==> config.mk <==
export PLATFORM = sky130hd
export DESIGN_NAME = umpi_top
export DESIGN_NICKNAME = d
export VERILOG_FILES = /design/src/umpi_pkg.sv /design/src/umpi_top.sv /design/src/umpi_chan.sv
export VERILOG_INCLUDE_DIRS = /design/src
export SDC_FILE = /design/constraint.sdc
export NUM_CORES = 1
export LEC_CHECK = 0
export CAP_MARGIN = 20
export CORE_ASPECT_RATIO = 1.2
export CORE_MARGIN = 2
export CORE_UTILIZATION = 52
export DETAILED_ROUTE_END_ITERATION = 10
export DONT_BUFFER_PORTS = 1
export PLACE_DENSITY = 0.67
export SYNTH_ARGS = -nofsm -noshare
export SYNTH_HDL_FRONTEND = slang
export SYNTH_SLANG_ARGS = --single-unit
==> constraint.sdc <==
create_clock -name sys_clk -period 2.7 [get_ports sys_clk]
set_clock_uncertainty 0.2 [all_clocks]
set_input_delay 0.27 -clock sys_clk [delete_from_list [all_inputs] [get_ports sys_clk]]
set_output_delay 0.27 -clock sys_clk [all_outputs]
set_load 0.01 [all_outputs]
==> src/umpi_regs.svh <==
// register offsets, field positions, reset values and timing for the modem pin block
`ifndef UMPI_REGS_SVH
`define UMPI_REGS_SVH

// ==========================================================================
// address map: bit 5 picks the channel, bits 4:2 the word inside it
// ==========================================================================
`define UMPI_CH_SEL_BIT     5
`define UMPI_UNMAPPED_MSB   7
`define UMPI_OFF_TXD        5'h00
`define UMPI_OFF_RXD        5'h04
`define UMPI_OFF_MCR        5'h08
`define UMPI_OFF_EFR        5'h0C
`define UMPI_OFF_IER        5'h10
`define UMPI_OFF_STAT       5'h14

// ==========================================================================
// modem control fields
// ==========================================================================
`define UMPI_MCR_DTR        0
`define UMPI_MCR_RTS        1
`define UMPI_MCR_OUT_SEL    3
`define UMPI_MCR_RST        8'h00

// ==========================================================================
// enhanced feature and irq enable fields
// ==========================================================================
`define UMPI_EFR_AUTO_RTS   6
`define UMPI_EFR_AUTO_CTS   7
`define UMPI_EFR_RST        8'h00
`define UMPI_IER_RX         0
`define UMPI_IER_TX         1
`define UMPI_IER_AUTO_RTS   6
`define UMPI_IER_AUTO_CTS   7
`define UMPI_IER_RST        8'h00

// ==========================================================================
// status word fields
// ==========================================================================
`define UMPI_ST_CTS         0
`define UMPI_ST_DSR         1
`define UMPI_ST_RI          2
`define UMPI_ST_CD          3
`define UMPI_ST_RX_VALID    4
`define UMPI_ST_TX_EMPTY    5
`define UMPI_ST_TX_BUSY     6

// ==========================================================================
// timing
// ==========================================================================
`define UMPI_CLK_HZ         10000000
`define UMPI_BAUD_HZ        115200

`endif

==> src/umpi_pkg.sv <==
// types shared by the modem pin block
`default_nettype none
package umpi_pkg;
	// serial shifter phase
	typedef enum logic [1:0] {UMPI_IDLE, UMPI_START, UMPI_DATA, UMPI_STOP} umpi_phase_t;

	// whole state of one channel's shifters
	typedef struct packed {
		umpi_phase_t tx_ph;
		logic [15:0] tx_cnt;
		logic [2:0]  tx_bit;
		logic [7:0]  tx_sh;
		logic        hold_v;
		logic [7:0]  hold_d;
		logic        line;
		umpi_phase_t rx_ph;
		logic [15:0] rx_cnt;
		logic [2:0]  rx_bit;
		logic [7:0]  rx_sh;
		logic [7:0]  rx_d;
		logic        rx_v;
	} umpi_chan_st_t;

	// channel status back to the register side
	typedef struct packed {
		logic       tx_start;
		logic       tx_busy;
		logic       hold_empty;
		logic       rx_valid;
		logic [7:0] rx_data;
	} umpi_chan_stat_t;

	// software control bytes of one channel
	typedef struct packed {
		logic [7:0] modem_control_reg;
		logic [7:0] enhanced_feature_reg;
		logic [7:0] irq_enable_reg;
	} umpi_ctrl_t;

	// whole state of the top
	typedef struct packed {
		umpi_ctrl_t [1:0] ctrl;
		logic             ack;
		logic [31:0]      dat;
	} umpi_top_st_t;
endpackage : umpi_pkg
`default_nettype wire

==> src/umpi_top.sv <==
// two-channel serial and modem pin block with a wishbone register slave
//
// The address map and the Wishbone interface to the registers were left to the implementer.
`timescale 1ns/1ns
`default_nettype none
`include "umpi_regs.svh"
module umpi_top #(
	parameter int CLK_HZ  = `UMPI_CLK_HZ,
	parameter int BAUD_HZ = `UMPI_BAUD_HZ
) (
	// clock and reset
	input  wire logic        sys_clk,
	input  wire logic        rstn,
	// wishbone slave
	input  wire logic        wb_cyc_i,
	input  wire logic        wb_stb_i,
	input  wire logic        wb_we_i,
	input  wire logic [7:0]  wb_adr_i,
	input  wire logic [3:0]  wb_sel_i,
	input  wire logic [31:0] wb_dat_i,
	output logic      [31:0] wb_dat_o,
	output logic             wb_ack_o,
	// serial data
	input  wire logic        serial_in_ch_a,
	input  wire logic        serial_in_ch_b,
	output logic             serial_out_ch_a,
	output logic             serial_out_ch_b,
	// modem pins, index 0 is channel a
	output logic      [1:0]  request_to_send_n,
	input  wire logic [1:0]  clear_to_send_n,
	output logic      [1:0]  terminal_ready_n,
	input  wire logic [1:0]  data_set_ready_n,
	input  wire logic [1:0]  carrier_detect_n,
	input  wire logic [1:0]  ring_indicator_n,
	output logic      [1:0]  aux_output_two_n,
	// channel irq pin, three-state
	output logic      [1:0]  channel_irq,
	output logic      [1:0]  channel_irq_oe,
	// fifo ready pins
	output logic      [1:0]  tx_ready_n,
	output logic      [1:0]  rx_ready_n
);
	localparam int BIT_CYC = CLK_HZ / BAUD_HZ; // clocks per bit, rounds down

	umpi_pkg::umpi_top_st_t         s_reg;   // current state
	umpi_pkg::umpi_top_st_t         s_next;  // next state
	umpi_pkg::umpi_chan_stat_t [1:0] stat;   // per channel status
	logic [1:0]                      tx_load; // write to transmit word
	logic [1:0]                      rx_pop;  // read of receive word
	logic [1:0]                      cts_block;
	logic [1:0]                      ser_in;
	logic [1:0]                      ser_out;
	logic [1:0]                      auto_rts;
	logic [1:0]                      auto_cts;
	logic [1:0]                      irq_src;
	logic                            ch;      // addressed channel
	logic [4:0]                      off;     // word offset inside channel
	logic                            hit;     // new request this cycle

	assign ser_in = {serial_in_ch_b, serial_in_ch_a};
	assign ch     = wb_adr_i[`UMPI_CH_SEL_BIT];
	assign off    = {wb_adr_i[4:2], 2'b00};

	// ==========================================================================
	// bus decode and control registers
	// ==========================================================================
	// ack one cycle after the strobe; writes land on the edge that raises ack
	always_comb begin
		s_next  = s_reg;
		tx_load = 2'b00;
		rx_pop  = 2'b00;
		hit     = wb_cyc_i && wb_stb_i && !s_reg.ack;
		s_next.ack = hit;
		s_next.dat = 32'h0000_0000;
		// addresses above the two channels ack with zero and drop writes
		if (hit && (wb_adr_i[`UMPI_UNMAPPED_MSB:6] == 2'b00)) begin
			if (wb_we_i && wb_sel_i[0]) begin
				case (off)
					// a write while the holding byte is full is refused
					`UMPI_OFF_TXD: tx_load[ch] = stat[ch].hold_empty;
					`UMPI_OFF_MCR: s_next.ctrl[ch].modem_control_reg = wb_dat_i[7:0];
					`UMPI_OFF_EFR: s_next.ctrl[ch].enhanced_feature_reg = wb_dat_i[7:0];
					`UMPI_OFF_IER: s_next.ctrl[ch].irq_enable_reg = wb_dat_i[7:0];
					default: begin
					end
				endcase
			end else if (!wb_we_i) begin
				case (off)
					`UMPI_OFF_RXD: begin
						s_next.dat = {24'h000000, stat[ch].rx_data};
						rx_pop[ch] = stat[ch].rx_valid;
					end
					`UMPI_OFF_MCR: s_next.dat = {24'h000000, s_reg.ctrl[ch].modem_control_reg};
					`UMPI_OFF_EFR: s_next.dat = {24'h000000, s_reg.ctrl[ch].enhanced_feature_reg};
					`UMPI_OFF_IER: s_next.dat = {24'h000000, s_reg.ctrl[ch].irq_enable_reg};
					`UMPI_OFF_STAT: begin
						// dsr, ri and cd are only reported here; cts is also acted on, gating transmit under auto cts
						s_next.dat[`UMPI_ST_CTS]      = !clear_to_send_n[ch];
						s_next.dat[`UMPI_ST_DSR]      = !data_set_ready_n[ch];
						s_next.dat[`UMPI_ST_RI]       = !ring_indicator_n[ch];
						s_next.dat[`UMPI_ST_CD]       = !carrier_detect_n[ch];
						s_next.dat[`UMPI_ST_RX_VALID] = stat[ch].rx_valid;
						s_next.dat[`UMPI_ST_TX_EMPTY] = stat[ch].hold_empty;
						s_next.dat[`UMPI_ST_TX_BUSY]  = stat[ch].tx_busy;
					end
					default: begin
					end
				endcase
			end
		end
	end

	// ==========================================================================
	// state register
	// ==========================================================================
	always_ff @(posedge sys_clk) begin
		if (!rstn) begin
			s_reg <= '0;
		end else begin
			s_reg <= s_next;
		end
	end

	assign wb_ack_o = s_reg.ack;
	assign wb_dat_o = s_reg.dat;

	// ==========================================================================
	// per channel pins
	// ==========================================================================
	genvar g;
	generate
		for (g = 0; g < 2; g++) begin : g_ch
			// both enable bits needed, so a half-set mode does nothing
			assign auto_rts[g] = s_reg.ctrl[g].enhanced_feature_reg[`UMPI_EFR_AUTO_RTS] && s_reg.ctrl[g].irq_enable_reg[`UMPI_IER_AUTO_RTS];
			assign auto_cts[g] = s_reg.ctrl[g].enhanced_feature_reg[`UMPI_EFR_AUTO_CTS] && s_reg.ctrl[g].irq_enable_reg[`UMPI_IER_AUTO_CTS];
			assign cts_block[g] = auto_cts[g] && clear_to_send_n[g];

			umpi_chan #(
				.BIT_CYC    (BIT_CYC)
			) u_chan (
				.sys_clk    (sys_clk),
				.rstn       (rstn),
				.tx_load    (tx_load[g]),
				.tx_data    (wb_dat_i[7:0]),
				.rx_pop     (rx_pop[g]),
				.cts_block  (cts_block[g]),
				.stat       (stat[g]),
				.serial_in  (ser_in[g]),
				.serial_out (ser_out[g])
			);

			// auto rts only withdraws an rts that software already raised
			assign request_to_send_n[g] = !(s_reg.ctrl[g].modem_control_reg[`UMPI_MCR_RTS] && !(auto_rts[g] && stat[g].rx_valid));
			assign terminal_ready_n[g]  = !s_reg.ctrl[g].modem_control_reg[`UMPI_MCR_DTR];
			assign tx_ready_n[g]        = !stat[g].hold_empty;
			assign rx_ready_n[g]        = !stat[g].rx_valid;
			assign irq_src[g] = (s_reg.ctrl[g].irq_enable_reg[`UMPI_IER_RX] && stat[g].rx_valid)
				|| (s_reg.ctrl[g].irq_enable_reg[`UMPI_IER_TX] && stat[g].hold_empty);
			// output select ties the irq driver and aux together
			assign channel_irq_oe[g]   = rstn && s_reg.ctrl[g].modem_control_reg[`UMPI_MCR_OUT_SEL];
			assign aux_output_two_n[g] = !channel_irq_oe[g];
			assign channel_irq[g]      = channel_irq_oe[g] && irq_src[g];

			// ==================================================================
			// checks
			// ==================================================================
			chk_irq_drive_sel: assert property (@(posedge sys_clk) disable iff (!rstn)
				s_reg.ctrl[g].modem_control_reg[`UMPI_MCR_OUT_SEL] |-> channel_irq_oe[g] && !aux_output_two_n[g])
				else $error("irq not driven with output select set");
			chk_irq_float_clr: assert property (@(posedge sys_clk) disable iff (!rstn)
				!s_reg.ctrl[g].modem_control_reg[`UMPI_MCR_OUT_SEL] |-> !channel_irq_oe[g] && aux_output_two_n[g])
				else $error("irq driven with output select clear");
			chk_cts_gate_start: assert property (@(posedge sys_clk) disable iff (!rstn)
				stat[g].tx_start && auto_cts[g] |-> !clear_to_send_n[g])
				else $error("character started while clear to send was high");
			chk_txrdy_after_load: assert property (@(posedge sys_clk) disable iff (!rstn)
				tx_load[g] |=> tx_ready_n[g] ##1 (tx_ready_n[g] || !stat[g].tx_busy || $past(stat[g].tx_start)))
				else $error("tx ready stayed low after load");
			chk_rxrdy_stop_high: assert property (@(posedge sys_clk) disable iff (!rstn)
				$fell(rx_ready_n[g]) |-> $past(ser_in[g]))
				else $error("rx ready fell without a high stop bit");
			chk_dtr_write: assert property (@(posedge sys_clk) disable iff (!rstn)
				tx_load[g] == 1'b0 && hit && wb_we_i && wb_sel_i[0] && ch == g && off == `UMPI_OFF_MCR
				&& wb_adr_i[7:6] == 2'b00 |=> terminal_ready_n[g] == !$past(wb_dat_i[`UMPI_MCR_DTR]))
				else $error("terminal ready did not follow write");
			chk_irq_high_level: assert property (@(posedge sys_clk) disable iff (!rstn)
				channel_irq_oe[g] && ((s_reg.ctrl[g].irq_enable_reg[`UMPI_IER_RX] && !rx_ready_n[g])
				|| (s_reg.ctrl[g].irq_enable_reg[`UMPI_IER_TX] && !tx_ready_n[g])) |-> channel_irq[g])
				else $error("driven irq not high");
			chk_reset_tx_high: assert property (@(posedge sys_clk)
				!rstn |=> ser_out[g] && aux_output_two_n[g] && !channel_irq_oe[g])
				else $error("outputs not in reset state");
			chk_tx_idle_rest: assert property (@(posedge sys_clk) disable iff (!rstn)
				!stat[g].tx_busy |-> ser_out[g])
				else $error("transmit line low while idle");
			chk_status_passive: assert property (@(posedge sys_clk) disable iff (!rstn)
				$changed(ring_indicator_n[g]) && !stat[g].tx_busy && !stat[g].tx_start |=> ser_out[g])
				else $error("status input disturbed transmit line");

			cov_tx_start: cover property (@(posedge sys_clk) disable iff (!rstn) stat[g].tx_start);
			cov_rx_byte: cover property (@(posedge sys_clk) disable iff (!rstn) $fell(rx_ready_n[g]));
			cov_irq_driven: cover property (@(posedge sys_clk) disable iff (!rstn) channel_irq[g]);
			cov_cts_hold: cover property (@(posedge sys_clk) disable iff (!rstn) cts_block[g] && !stat[g].hold_empty);
		end
	endgenerate

	// transmit lines held high while in reset
	assign serial_out_ch_a = !rstn || ser_out[0];
	assign serial_out_ch_b = !rstn || ser_out[1];
endmodule : umpi_top
`default_nettype wire

==> src/umpi_chan.sv <==
// one channel: holding register, transmit shifter and receive sampler, 8N1
`timescale 1ns/1ns
`default_nettype none
module umpi_chan #(
	parameter int BIT_CYC = 86
) (
	// clock and reset
	input  wire logic                      sys_clk,
	input  wire logic                      rstn,
	// register side
	input  wire logic                      tx_load,
	input  wire logic [7:0]                tx_data,
	input  wire logic                      rx_pop,
	input  wire logic                      cts_block,
	output umpi_pkg::umpi_chan_stat_t      stat,
	// pins
	input  wire logic                      serial_in,
	output logic                           serial_out
);
	localparam logic [15:0] BIT_M1  = 16'(BIT_CYC - 1);
	localparam logic [15:0] HALF_M1 = 16'((BIT_CYC / 2) - 1);

	umpi_pkg::umpi_chan_st_t s_reg;  // current state
	umpi_pkg::umpi_chan_st_t s_next; // next state
	logic                    start;  // holding byte moves to shifter

	// ==========================================================================
	// next state
	// ==========================================================================
	always_comb begin
		s_next = s_reg;
		start  = 1'b0;
		// load only lands in an empty holding register
		if (tx_load && !s_reg.hold_v) begin
			s_next.hold_v = 1'b1;
			s_next.hold_d = tx_data;
		end
		// transmitter
		case (s_reg.tx_ph)
			umpi_pkg::UMPI_IDLE: begin
				s_next.line = 1'b1;
				// a character already on the wire always finishes; cts only gates the next one
				if (s_reg.hold_v && !cts_block) begin
					start          = 1'b1;
					s_next.tx_sh   = s_reg.hold_d;
					s_next.hold_v  = 1'b0;
					s_next.tx_cnt  = 16'h0000;
					s_next.tx_ph   = umpi_pkg::UMPI_START;
					s_next.line    = 1'b0;
				end
			end
			umpi_pkg::UMPI_START: begin
				s_next.tx_cnt = s_reg.tx_cnt + 16'h0001;
				if (s_reg.tx_cnt == BIT_M1) begin
					s_next.tx_cnt = 16'h0000;
					s_next.tx_bit = 3'h0;
					s_next.tx_ph  = umpi_pkg::UMPI_DATA;
					s_next.line   = s_reg.tx_sh[0];
				end
			end
			umpi_pkg::UMPI_DATA: begin
				s_next.tx_cnt = s_reg.tx_cnt + 16'h0001;
				if (s_reg.tx_cnt == BIT_M1) begin
					s_next.tx_cnt = 16'h0000;
					if (s_reg.tx_bit == 3'h7) begin
						s_next.tx_ph = umpi_pkg::UMPI_STOP;
						s_next.line  = 1'b1;
					end else begin
						s_next.tx_bit = s_reg.tx_bit + 3'h1;
						s_next.tx_sh  = {1'b0, s_reg.tx_sh[7:1]};
						s_next.line   = s_reg.tx_sh[1];
					end
				end
			end
			umpi_pkg::UMPI_STOP: begin
				s_next.tx_cnt = s_reg.tx_cnt + 16'h0001;
				if (s_reg.tx_cnt == BIT_M1) begin
					s_next.tx_ph = umpi_pkg::UMPI_IDLE;
				end
			end
			default: begin
				s_next.tx_ph = umpi_pkg::UMPI_IDLE;
				s_next.line  = 1'b1;
			end
		endcase
		// pop first so a character arriving in the same cycle wins
		if (rx_pop) begin
			s_next.rx_v = 1'b0;
		end
		// receiver, sampling at mid bit
		case (s_reg.rx_ph)
			umpi_pkg::UMPI_IDLE: begin
				s_next.rx_cnt = 16'h0000;
				if (!serial_in) begin
					s_next.rx_ph = umpi_pkg::UMPI_START;
				end
			end
			umpi_pkg::UMPI_START: begin
				s_next.rx_cnt = s_reg.rx_cnt + 16'h0001;
				if (s_reg.rx_cnt == HALF_M1) begin
					s_next.rx_cnt = 16'h0000;
					s_next.rx_bit = 3'h0;
					// a glitch shorter than half a bit is not a start
					s_next.rx_ph  = serial_in ? umpi_pkg::UMPI_IDLE : umpi_pkg::UMPI_DATA;
				end
			end
			umpi_pkg::UMPI_DATA: begin
				s_next.rx_cnt = s_reg.rx_cnt + 16'h0001;
				if (s_reg.rx_cnt == BIT_M1) begin
					s_next.rx_cnt = 16'h0000;
					s_next.rx_sh  = {serial_in, s_reg.rx_sh[7:1]};
					s_next.rx_bit = s_reg.rx_bit + 3'h1;
					if (s_reg.rx_bit == 3'h7) begin
						s_next.rx_ph = umpi_pkg::UMPI_STOP;
					end
				end
			end
			umpi_pkg::UMPI_STOP: begin
				s_next.rx_cnt = s_reg.rx_cnt + 16'h0001;
				if (s_reg.rx_cnt == BIT_M1) begin
					s_next.rx_ph = umpi_pkg::UMPI_IDLE;
					// a low stop bit is a framing fault; the byte is dropped
					if (serial_in) begin
						s_next.rx_d = s_reg.rx_sh;
						s_next.rx_v = 1'b1;
					end
				end
			end
			default: begin
				s_next.rx_ph = umpi_pkg::UMPI_IDLE;
			end
		endcase
	end

	// ==========================================================================
	// state register; line rests high from reset
	// ==========================================================================
	always_ff @(posedge sys_clk) begin
		if (!rstn) begin
			s_reg      <= '0;
			s_reg.line <= 1'b1;
		end else begin
			s_reg <= s_next;
		end
	end

	// status out
	assign stat.tx_start   = start;
	assign stat.tx_busy    = (s_reg.tx_ph != umpi_pkg::UMPI_IDLE);
	assign stat.hold_empty = !s_reg.hold_v;
	assign stat.rx_valid   = s_reg.rx_v;
	assign stat.rx_data    = s_reg.rx_d;
	assign serial_out      = s_reg.line;
endmodule : umpi_chan
`default_nettype wire

# After elaboration in Yosys (flattened, before gate mapping)
# Cells that the tools add are included.
dict set report totals {
  latchBits 0
  input_bits 59
  romBits 0
  out_inout_bits 49
  memories 0
  wordCells 274
  ff_bits 235
  mem_bits_rw 0
}
dict set report op_classes {
  multipliers 0
  n_reduce_logical 86
  n_div 0
  bitwise_logic 4
  n_lt_le_gt_ge 2
  n_shift 0
  muxes 91
  n_eq_ne 49
  addsub 8
}
# operator count
set ops {}
lappend ops {{18-bit case mux with 4 select lines} 4}
lappend ops {{48-bit bitwise mux} 3}
lappend ops {{48-bit case mux with 3 select lines} 1}
lappend ops {{29-bit two-way mux} 4}
lappend ops {{21-bit two-way mux} 4}
lappend ops {{24-bit demux with 1-bit select} 3}
lappend ops {{24-bit two-way mux} 3}
lappend ops {{16-bit by 1-bit adder with 16-bit output (second input constant)} 4}
lappend ops {{16-bit by 7-bit == test with 1-bit output (second input constant)} 4}
lappend ops {{11-bit two-way mux} 4}
lappend ops {{2-bit two-way mux} 19}
lappend ops {{18-bit two-way mux} 2}
lappend ops {{9-bit two-way mux} 4}
lappend ops {{2-bit by 1-bit != test with 1-bit output (second input constant)} 18}
lappend ops {{7-bit case mux with 5 select lines} 1}
lappend ops {{16-bit by 6-bit == test with 1-bit output (second input constant)} 2}
lappend ops {{8-bit case mux with 2 select lines} 2}
lappend ops {{1-bit logical AND} 27}
lappend ops {{1-bit two-way mux} 27}
lappend ops {{3-bit case mux with 2 select lines} 4}
lappend ops {{3-bit AND reduction} 7}
lappend ops {{1-bit logical NOT} 20}
lappend ops {{5-bit AND reduction} 4}
lappend ops {{3-bit == test (second input constant)} 6}
lappend ops {{other kinds (23)} 63}

# Longest topological paths before layout
dict set report depth {
  word_depth 13
  depth_mapped 9
}

# Hierarchy
# Synthesis repeated with hierarchy kept, for this count alone.
dict set report hier_totals {
  cells_unflattened 1251
  hier_area_um2 10865.4
}
# mod n_inst area_per_inst_um2 cells_per_inst seq_area_each_um2
set modules_own_cells {}
lappend modules_own_cells {umpi_chan 2 3801.1 430 1541.5}
lappend modules_own_cells {umpi_top 1 3263.1 391 1141.1}

# Worst setup path before layout
# No wires, ideal clock.
dict set report synth_timing {
  kind {flip-flop to flip-flop}
  start {reg g_ch[1].u_chan.s_reg[75] (netlist name)}
  end {reg g_ch[1].u_chan.s_reg[75] (netlist name)}
  slack_ns 0.542
  t_required_ns 2.366
  path_stages_with_launch 8
  t_arrival_ns 1.824
  setup_time_ns 0.134
  n_path_buf 1
  period_less_slack_ns 2.158
  path_cell_list {dfxtp_1 inv_1 ha_1 clkbuf_1 or3_1 a221o_1 a211oi_1 a211oi_1}
}
dict set report synth_via {
  elab_chain_cells 3
  elab_cells_between_ends 11
  cone_classes {eq/ne: 8; mux: 1; reduce/logical: 2}
}
# element line_no
set synth_rtl {}
lappend synth_rtl {{start: declaration} umpi_chan.sv:23} ;# umpi_pkg::umpi_chan_st_t s_reg;
lappend synth_rtl {{start signal: assignment} umpi_chan.sv:143} ;# s_reg <= s_next;
lappend synth_rtl {{2-bit == test, or another cell as far along} umpi_chan.sv:39} ;# case (s_reg.tx_ph)
lappend synth_rtl {{2-bit by 1-bit != test with 1-bit output (no source line)} n/a}
lappend synth_rtl {{5-bit AND reduction (no source line)} n/a}
# Parallel ways exist; a longest one is shown, timed or not.
# A chain may end at the register's enable or synchronous reset.

# Final worst setup path
dict set report layout_timing {
  start {in wb_adr_i[3]}
  end {reg s_reg (netlist bit wb_dat_o[6])}
}
dict set report layout_via {
  elab_chain_cells 2
  elab_cells_between_ends 6
  cone_classes {eq/ne: 5; mux: 1}
}
# element line_no
set layout_rtl {}
lappend layout_rtl {{start: declaration} umpi_top.sv:18} ;# input wire logic [7:0] wb_adr_i,
lappend layout_rtl {{3-bit == test, or another cell as far along} umpi_top.sv:88} ;# case (off)
lappend layout_rtl {{7-bit case mux with 5 select lines *} umpi_top.sv:88}
lappend layout_rtl {{end signal: assignment} umpi_top.sv:120} ;# s_reg <= s_next;
lappend layout_rtl {{end: declaration} umpi_top.sv:45} ;# umpi_pkg::umpi_top_st_t s_reg;
# Mark *: on every way between the ends. The rest lies on a longest branch, timed or not.

==> impl_results.rst <==
.. list-table::
   :header-rows: 1

   * - Metric
     - Value
   * - Largest delay share family, worst path
     - buffers and inverters
   * - Cell type with the largest total area after synthesis
     - sky130_fd_sc_hd__dfxtp_1
   * - Part of the power in combinational logic
     - 7.1%
   * - Area inside the core boundary
     - 0.0200 sq mm
   * - Worst-path cell with the longest stage delay
     - sky130_fd_sc_hd__dlygate4sd3_1
   * - Reported leakage power
     - 4.43 nW
   * - Synth warn
     - 0
   * - Vias in the first global route
     - 8063
   * - Power, Total
     - 6.74 mW
   * - Fraction of registers with async set or reset after synthesis
     - 0%
   * - HPWL after detailed placement
     - 16100 um
   * - Buffering stage count on the worst path with inverters included
     - 2
   * - Final worst-path cycle share
     - 90.8%
   * - RSZ-0062 raised after global routing
     - no
   * - IO Pins
     - 108
   * - Final weighted congestion in routability-driven placement
     - 0.837
   * - Number of instances in the synthesized netlist
     - 1221
   * - Switching part of the total power
     - 23.6%
   * - Path type of the worst min-delay path
     - primary input to register
   * - Switching power summed over all nets
     - 1.59 mW
   * - Peak per-stage delay on the critical path
     - 0.75 ns
   * - Routed length per placed instance
     - 16.2 um
   * - GRT Overall Usage
     - 22.8%
   * - Buffers from clock root to sink, at most
     - 3
   * - Die H
     - 160 um
   * - Share of post-route cells with drive strength above 1
     - 8.13%
   * - Clock network fraction of total power
     - 45.7%
   * - CTS Buf Count
     - 23
   * - Crit. path cell count
     - 6
   * - Power per standard cell area
     - 578 mW/mm^2
   * - WHS
     - 0.0218 ns
   * - Number of placement rows
     - 57
   * - Clk sinks
     - 211
   * - Worst slew slack as a fraction of its limit
     - 39.7%
   * - Critical-path maximum fanout
     - 12
   * - Min Tclk post-route
     - 2.45 ns
   * - Share of the yosys chip area belonging to registers
     - 40.1%
   * - Ordered list of cells on the worst path
     - dlygate4sd3_1, nor2b_1, a221o_1, nand2_1, a211oi_1, dlygate4sd3_1
   * - Setup CP Type
     - primary input to register
   * - Layout overhead on the synthesized area
     - 10.7%
   * - Residual DRC count
     - 0
   * - Synthesized area divided by synthesized cell count
     - 8.62 sq um
   * - DRT Pass-1 Iters
     - 6
   * - Slew at the pin with the worst max-slew slack
     - 0.904 ns
   * - Post-synth top flop
     - sky130_fd_sc_hd__dfxtp_1
   * - First-pass GRT wire length
     - 40400 um
   * - H-tree level count
     - 1
   * - Skew-Pair Late Insertion Delay
     - 0.52 ns
   * - Pin count of the biggest net entering global routing
     - 107
   * - Sort of element at the end of the critical path
     - register
   * - Buffer type at the clock tree root
     - sky130_fd_sc_hd__clkbuf_16
   * - Most frequent cell on the critical path
     - sky130_fd_sc_hd__dlygate4sd3_1
   * - EDFF count, synth
     - 0
   * - Data arrival time of the worst path
     - 2.71 ns
   * - Most common cell in the synthesized netlist
     - sky130_fd_sc_hd__dfxtp_1
   * - Max-cap violation count
     - 0
   * - Final total negative setup slack
     - 0 ns
   * - Post-layout nets
     - 1321
   * - Critical Path Sink
     - wb_dat_o[6]
   * - Power Internal
     - 5.15 mW
   * - Outcome
     - complete, no violations
   * - Reg-to-reg critical path startpoint
     - wb_ack_o
   * - Cell area after technology mapping
     - 0.0105 sq mm
   * - Filler Cells Inserted
     - 1785
   * - Maximum resistive drop on vdd
     - 493 uV
   * - Number of nets still failing antenna checks after routing
     - 0
   * - Final count of negative-setup-slack endpoints
     - 0
   * - CTS tree
     - yes
   * - Clk slew on worst S/H paths
     - 0.06 ns
   * - Startpoint class of the critical path
     - primary input
   * - Cell depth of the worst min-delay path
     - 3
   * - Die width
     - 134 um
   * - Highest clock frequency the design can meet
     - 408 MHz
   * - Yosys reg bits
     - 211
   * - Total number of vias
     - 8477
   * - Register-to-register setup slack
     - 0.27 ns
   * - Port Buf Inserts
     - 0
   * - Data required time at the worst endpoint
     - 2.96 ns
   * - Area of the multi-input gates
     - 0.00572 sq mm
   * - Critical register-to-register path endpoint
     - wb_dat_o[6]
   * - Final-report max-slew violation count
     - 0
   * - Top-area cell type share of the netlist area
     - 40.1%
   * - CP startpoint
     - wb_adr_i[3]
   * - Area taken by flip-flops and latches
     - 0.00422 sq mm
   * - Number of library cell types mapped by synthesis
     - 74
   * - Number of antenna violations at the first check in global routing
     - 4
   * - Hold Fails Final Rpt
     - 0
   * - Routed wire length
     - 24500 um
   * - Initial core utilization
     - 52.5%
   * - Share of power burned in registers
     - 47.3%
   * - Initial detailed-routing violation count
     - 605
   * - Post-DR vias/cell
     - 5.61
   * - Die outline area
     - 0.0214 sq mm
   * - Total gr overflow
     - 0
   * - Worst reg-to-reg path cell count
     - 6
   * - Largest cells by area after synthesis
     - sky130_fd_sc_hd__dfxtp_1, sky130_fd_sc_hd__mux2i_1, sky130_fd_sc_hd__nor2_1
   * - Top cells by instance count after synthesis
     - sky130_fd_sc_hd__dfxtp_1, sky130_fd_sc_hd__nor2_1, sky130_fd_sc_hd__nand2_1
## power by group through the flow
stage / Sequential [mW] / Combinational [mW] / Clock [mW]
5_1_grt: 3.19 / 0.524 / 3.26
6_report: 3.19 / 0.475 / 3.08
2_1_floorplan: 3.25 / 0.383 / 0
3_3_place_gp: 3.25 / 0.390 / 0
3_5_place_dp: 3.25 / 0.396 / 0
4_1_cts: 3.19 / 0.475 / 3.15
## cell type report
cell class,instances,share of cell area (%)
Antenna cell,3,0.0644
Clock buffer,32,5.75
Clock inverter,9,0.634
Inverter,39,1.28
Multi-Input combinational cell,901,49.1
Sequential cell,211,36.3
Tap cell,265,2.85
Timing Repair Buffer,50,4.08
## logic make-up after synthesis
logic type      count (synthesis)  share of synthesized area [%]
flops                         211                           40.1
fa+ha+maj                      36                           4.28
xor+xnor                       38                           3.16
buf+inv                       132                           6.41
other cells                     1                         0.0356
simple gates                  489                           22.9
compound gates                210                           13.0
mux                           104                           10.1
## through the flow
stage                     cells  worst slack, ns  instance area, sq um  util (%)
after global routing       1510            0.126                 11700      58.1
after CTS                  1507            0.221                 11600      58.1
final                      1510            0.248                 11700      58.1
after global placement     1436            0.414                 10600      52.8
after floorplan            1244            0.542                 10600         -
after detailed placement   1436            0.361                 10600      52.8
## cell usage in the layout, fill, tap and decap left out, types with 6 or more instances in the layout
cell type / instances
sky130_fd_sc_hd__dfxtp_1: 211
sky130_fd_sc_hd__mux2i_1: 96
sky130_fd_sc_hd__ha_1: 36
sky130_fd_sc_hd__o21ai_1: 11
sky130_fd_sc_hd__xnor2_1: 18
sky130_fd_sc_hd__clkbuf_16: 23
sky130_fd_sc_hd__a21o_1: 11
sky130_fd_sc_hd__a21oi_1: 63
sky130_fd_sc_hd__nor3_1: 23
sky130_fd_sc_hd__o211ai_1: 10
sky130_fd_sc_hd__and3_1: 9
sky130_fd_sc_hd__o21ai_0: 51
sky130_fd_sc_hd__nand4_1: 16
sky130_fd_sc_hd__nand2b_1: 10
sky130_fd_sc_hd__a22oi_1: 14
sky130_fd_sc_hd__inv_1: 38
sky130_fd_sc_hd__a211oi_1: 10
sky130_fd_sc_hd__clkbuf_8: 6
sky130_fd_sc_hd__a31oi_1: 9
sky130_fd_sc_hd__or3_1: 7
sky130_fd_sc_hd__nor2_1: 156
sky130_fd_sc_hd__mux2_2: 7
sky130_fd_sc_hd__conb_1: 24
sky130_fd_sc_hd__nor4_1: 12
sky130_fd_sc_hd__dlygate4sd3_1: 28
sky130_fd_sc_hd__buf_4: 19
sky130_fd_sc_hd__nand3_1: 58
sky130_fd_sc_hd__xor2_1: 20
sky130_fd_sc_hd__clkinv_2: 7
sky130_fd_sc_hd__and4_1: 6
sky130_fd_sc_hd__nor2b_1: 7
sky130_fd_sc_hd__nand2_1: 139
## timing repair
item                                   CTS  global route
endpoints found under the hold margin  139             0
resized for setup                        0             1
hold buffers                            30             0
setup endpoints to repair                0             1
setup buffers                            0             0
## tightest hold or removal path, delay by kind of cell
kind             cells  cell delay [ns]
AO/OA/AOI/OAI        1             0.21
multiplexers         1             0.15
AND/OR/NAND/NOR      1             0.05
## routing by layer
layer | track usage, % | vias to the layer above | wire length [um]
met5 | 0 | - | 11
met4 | 6.58 | 2 | 464
met3 | 3.46 | 39 | 1320
met2 | 39.2 | 218 | 11900
met1 | 29.7 | 3996 | 10800
li1 | - | 4222 | -
## how the worst min path moves through the flow
stage               slack [ns]                        end   startpoint
detailed placement        0.18  g_ch[0].u_chan.serial_out         rstn
global route              0.03                wb_dat_o[0]  wb_adr_i[2]
global placement          0.17  g_ch[1].u_chan.serial_out         rstn
CTS                     0.0008                wb_dat_o[0]  wb_adr_i[2]
floorplan                 0.19                   wb_ack_o     wb_stb_i
finish                    0.02                wb_dat_o[0]  wb_adr_i[2]
No activity file was read; power rests on OpenSTA's default activity.
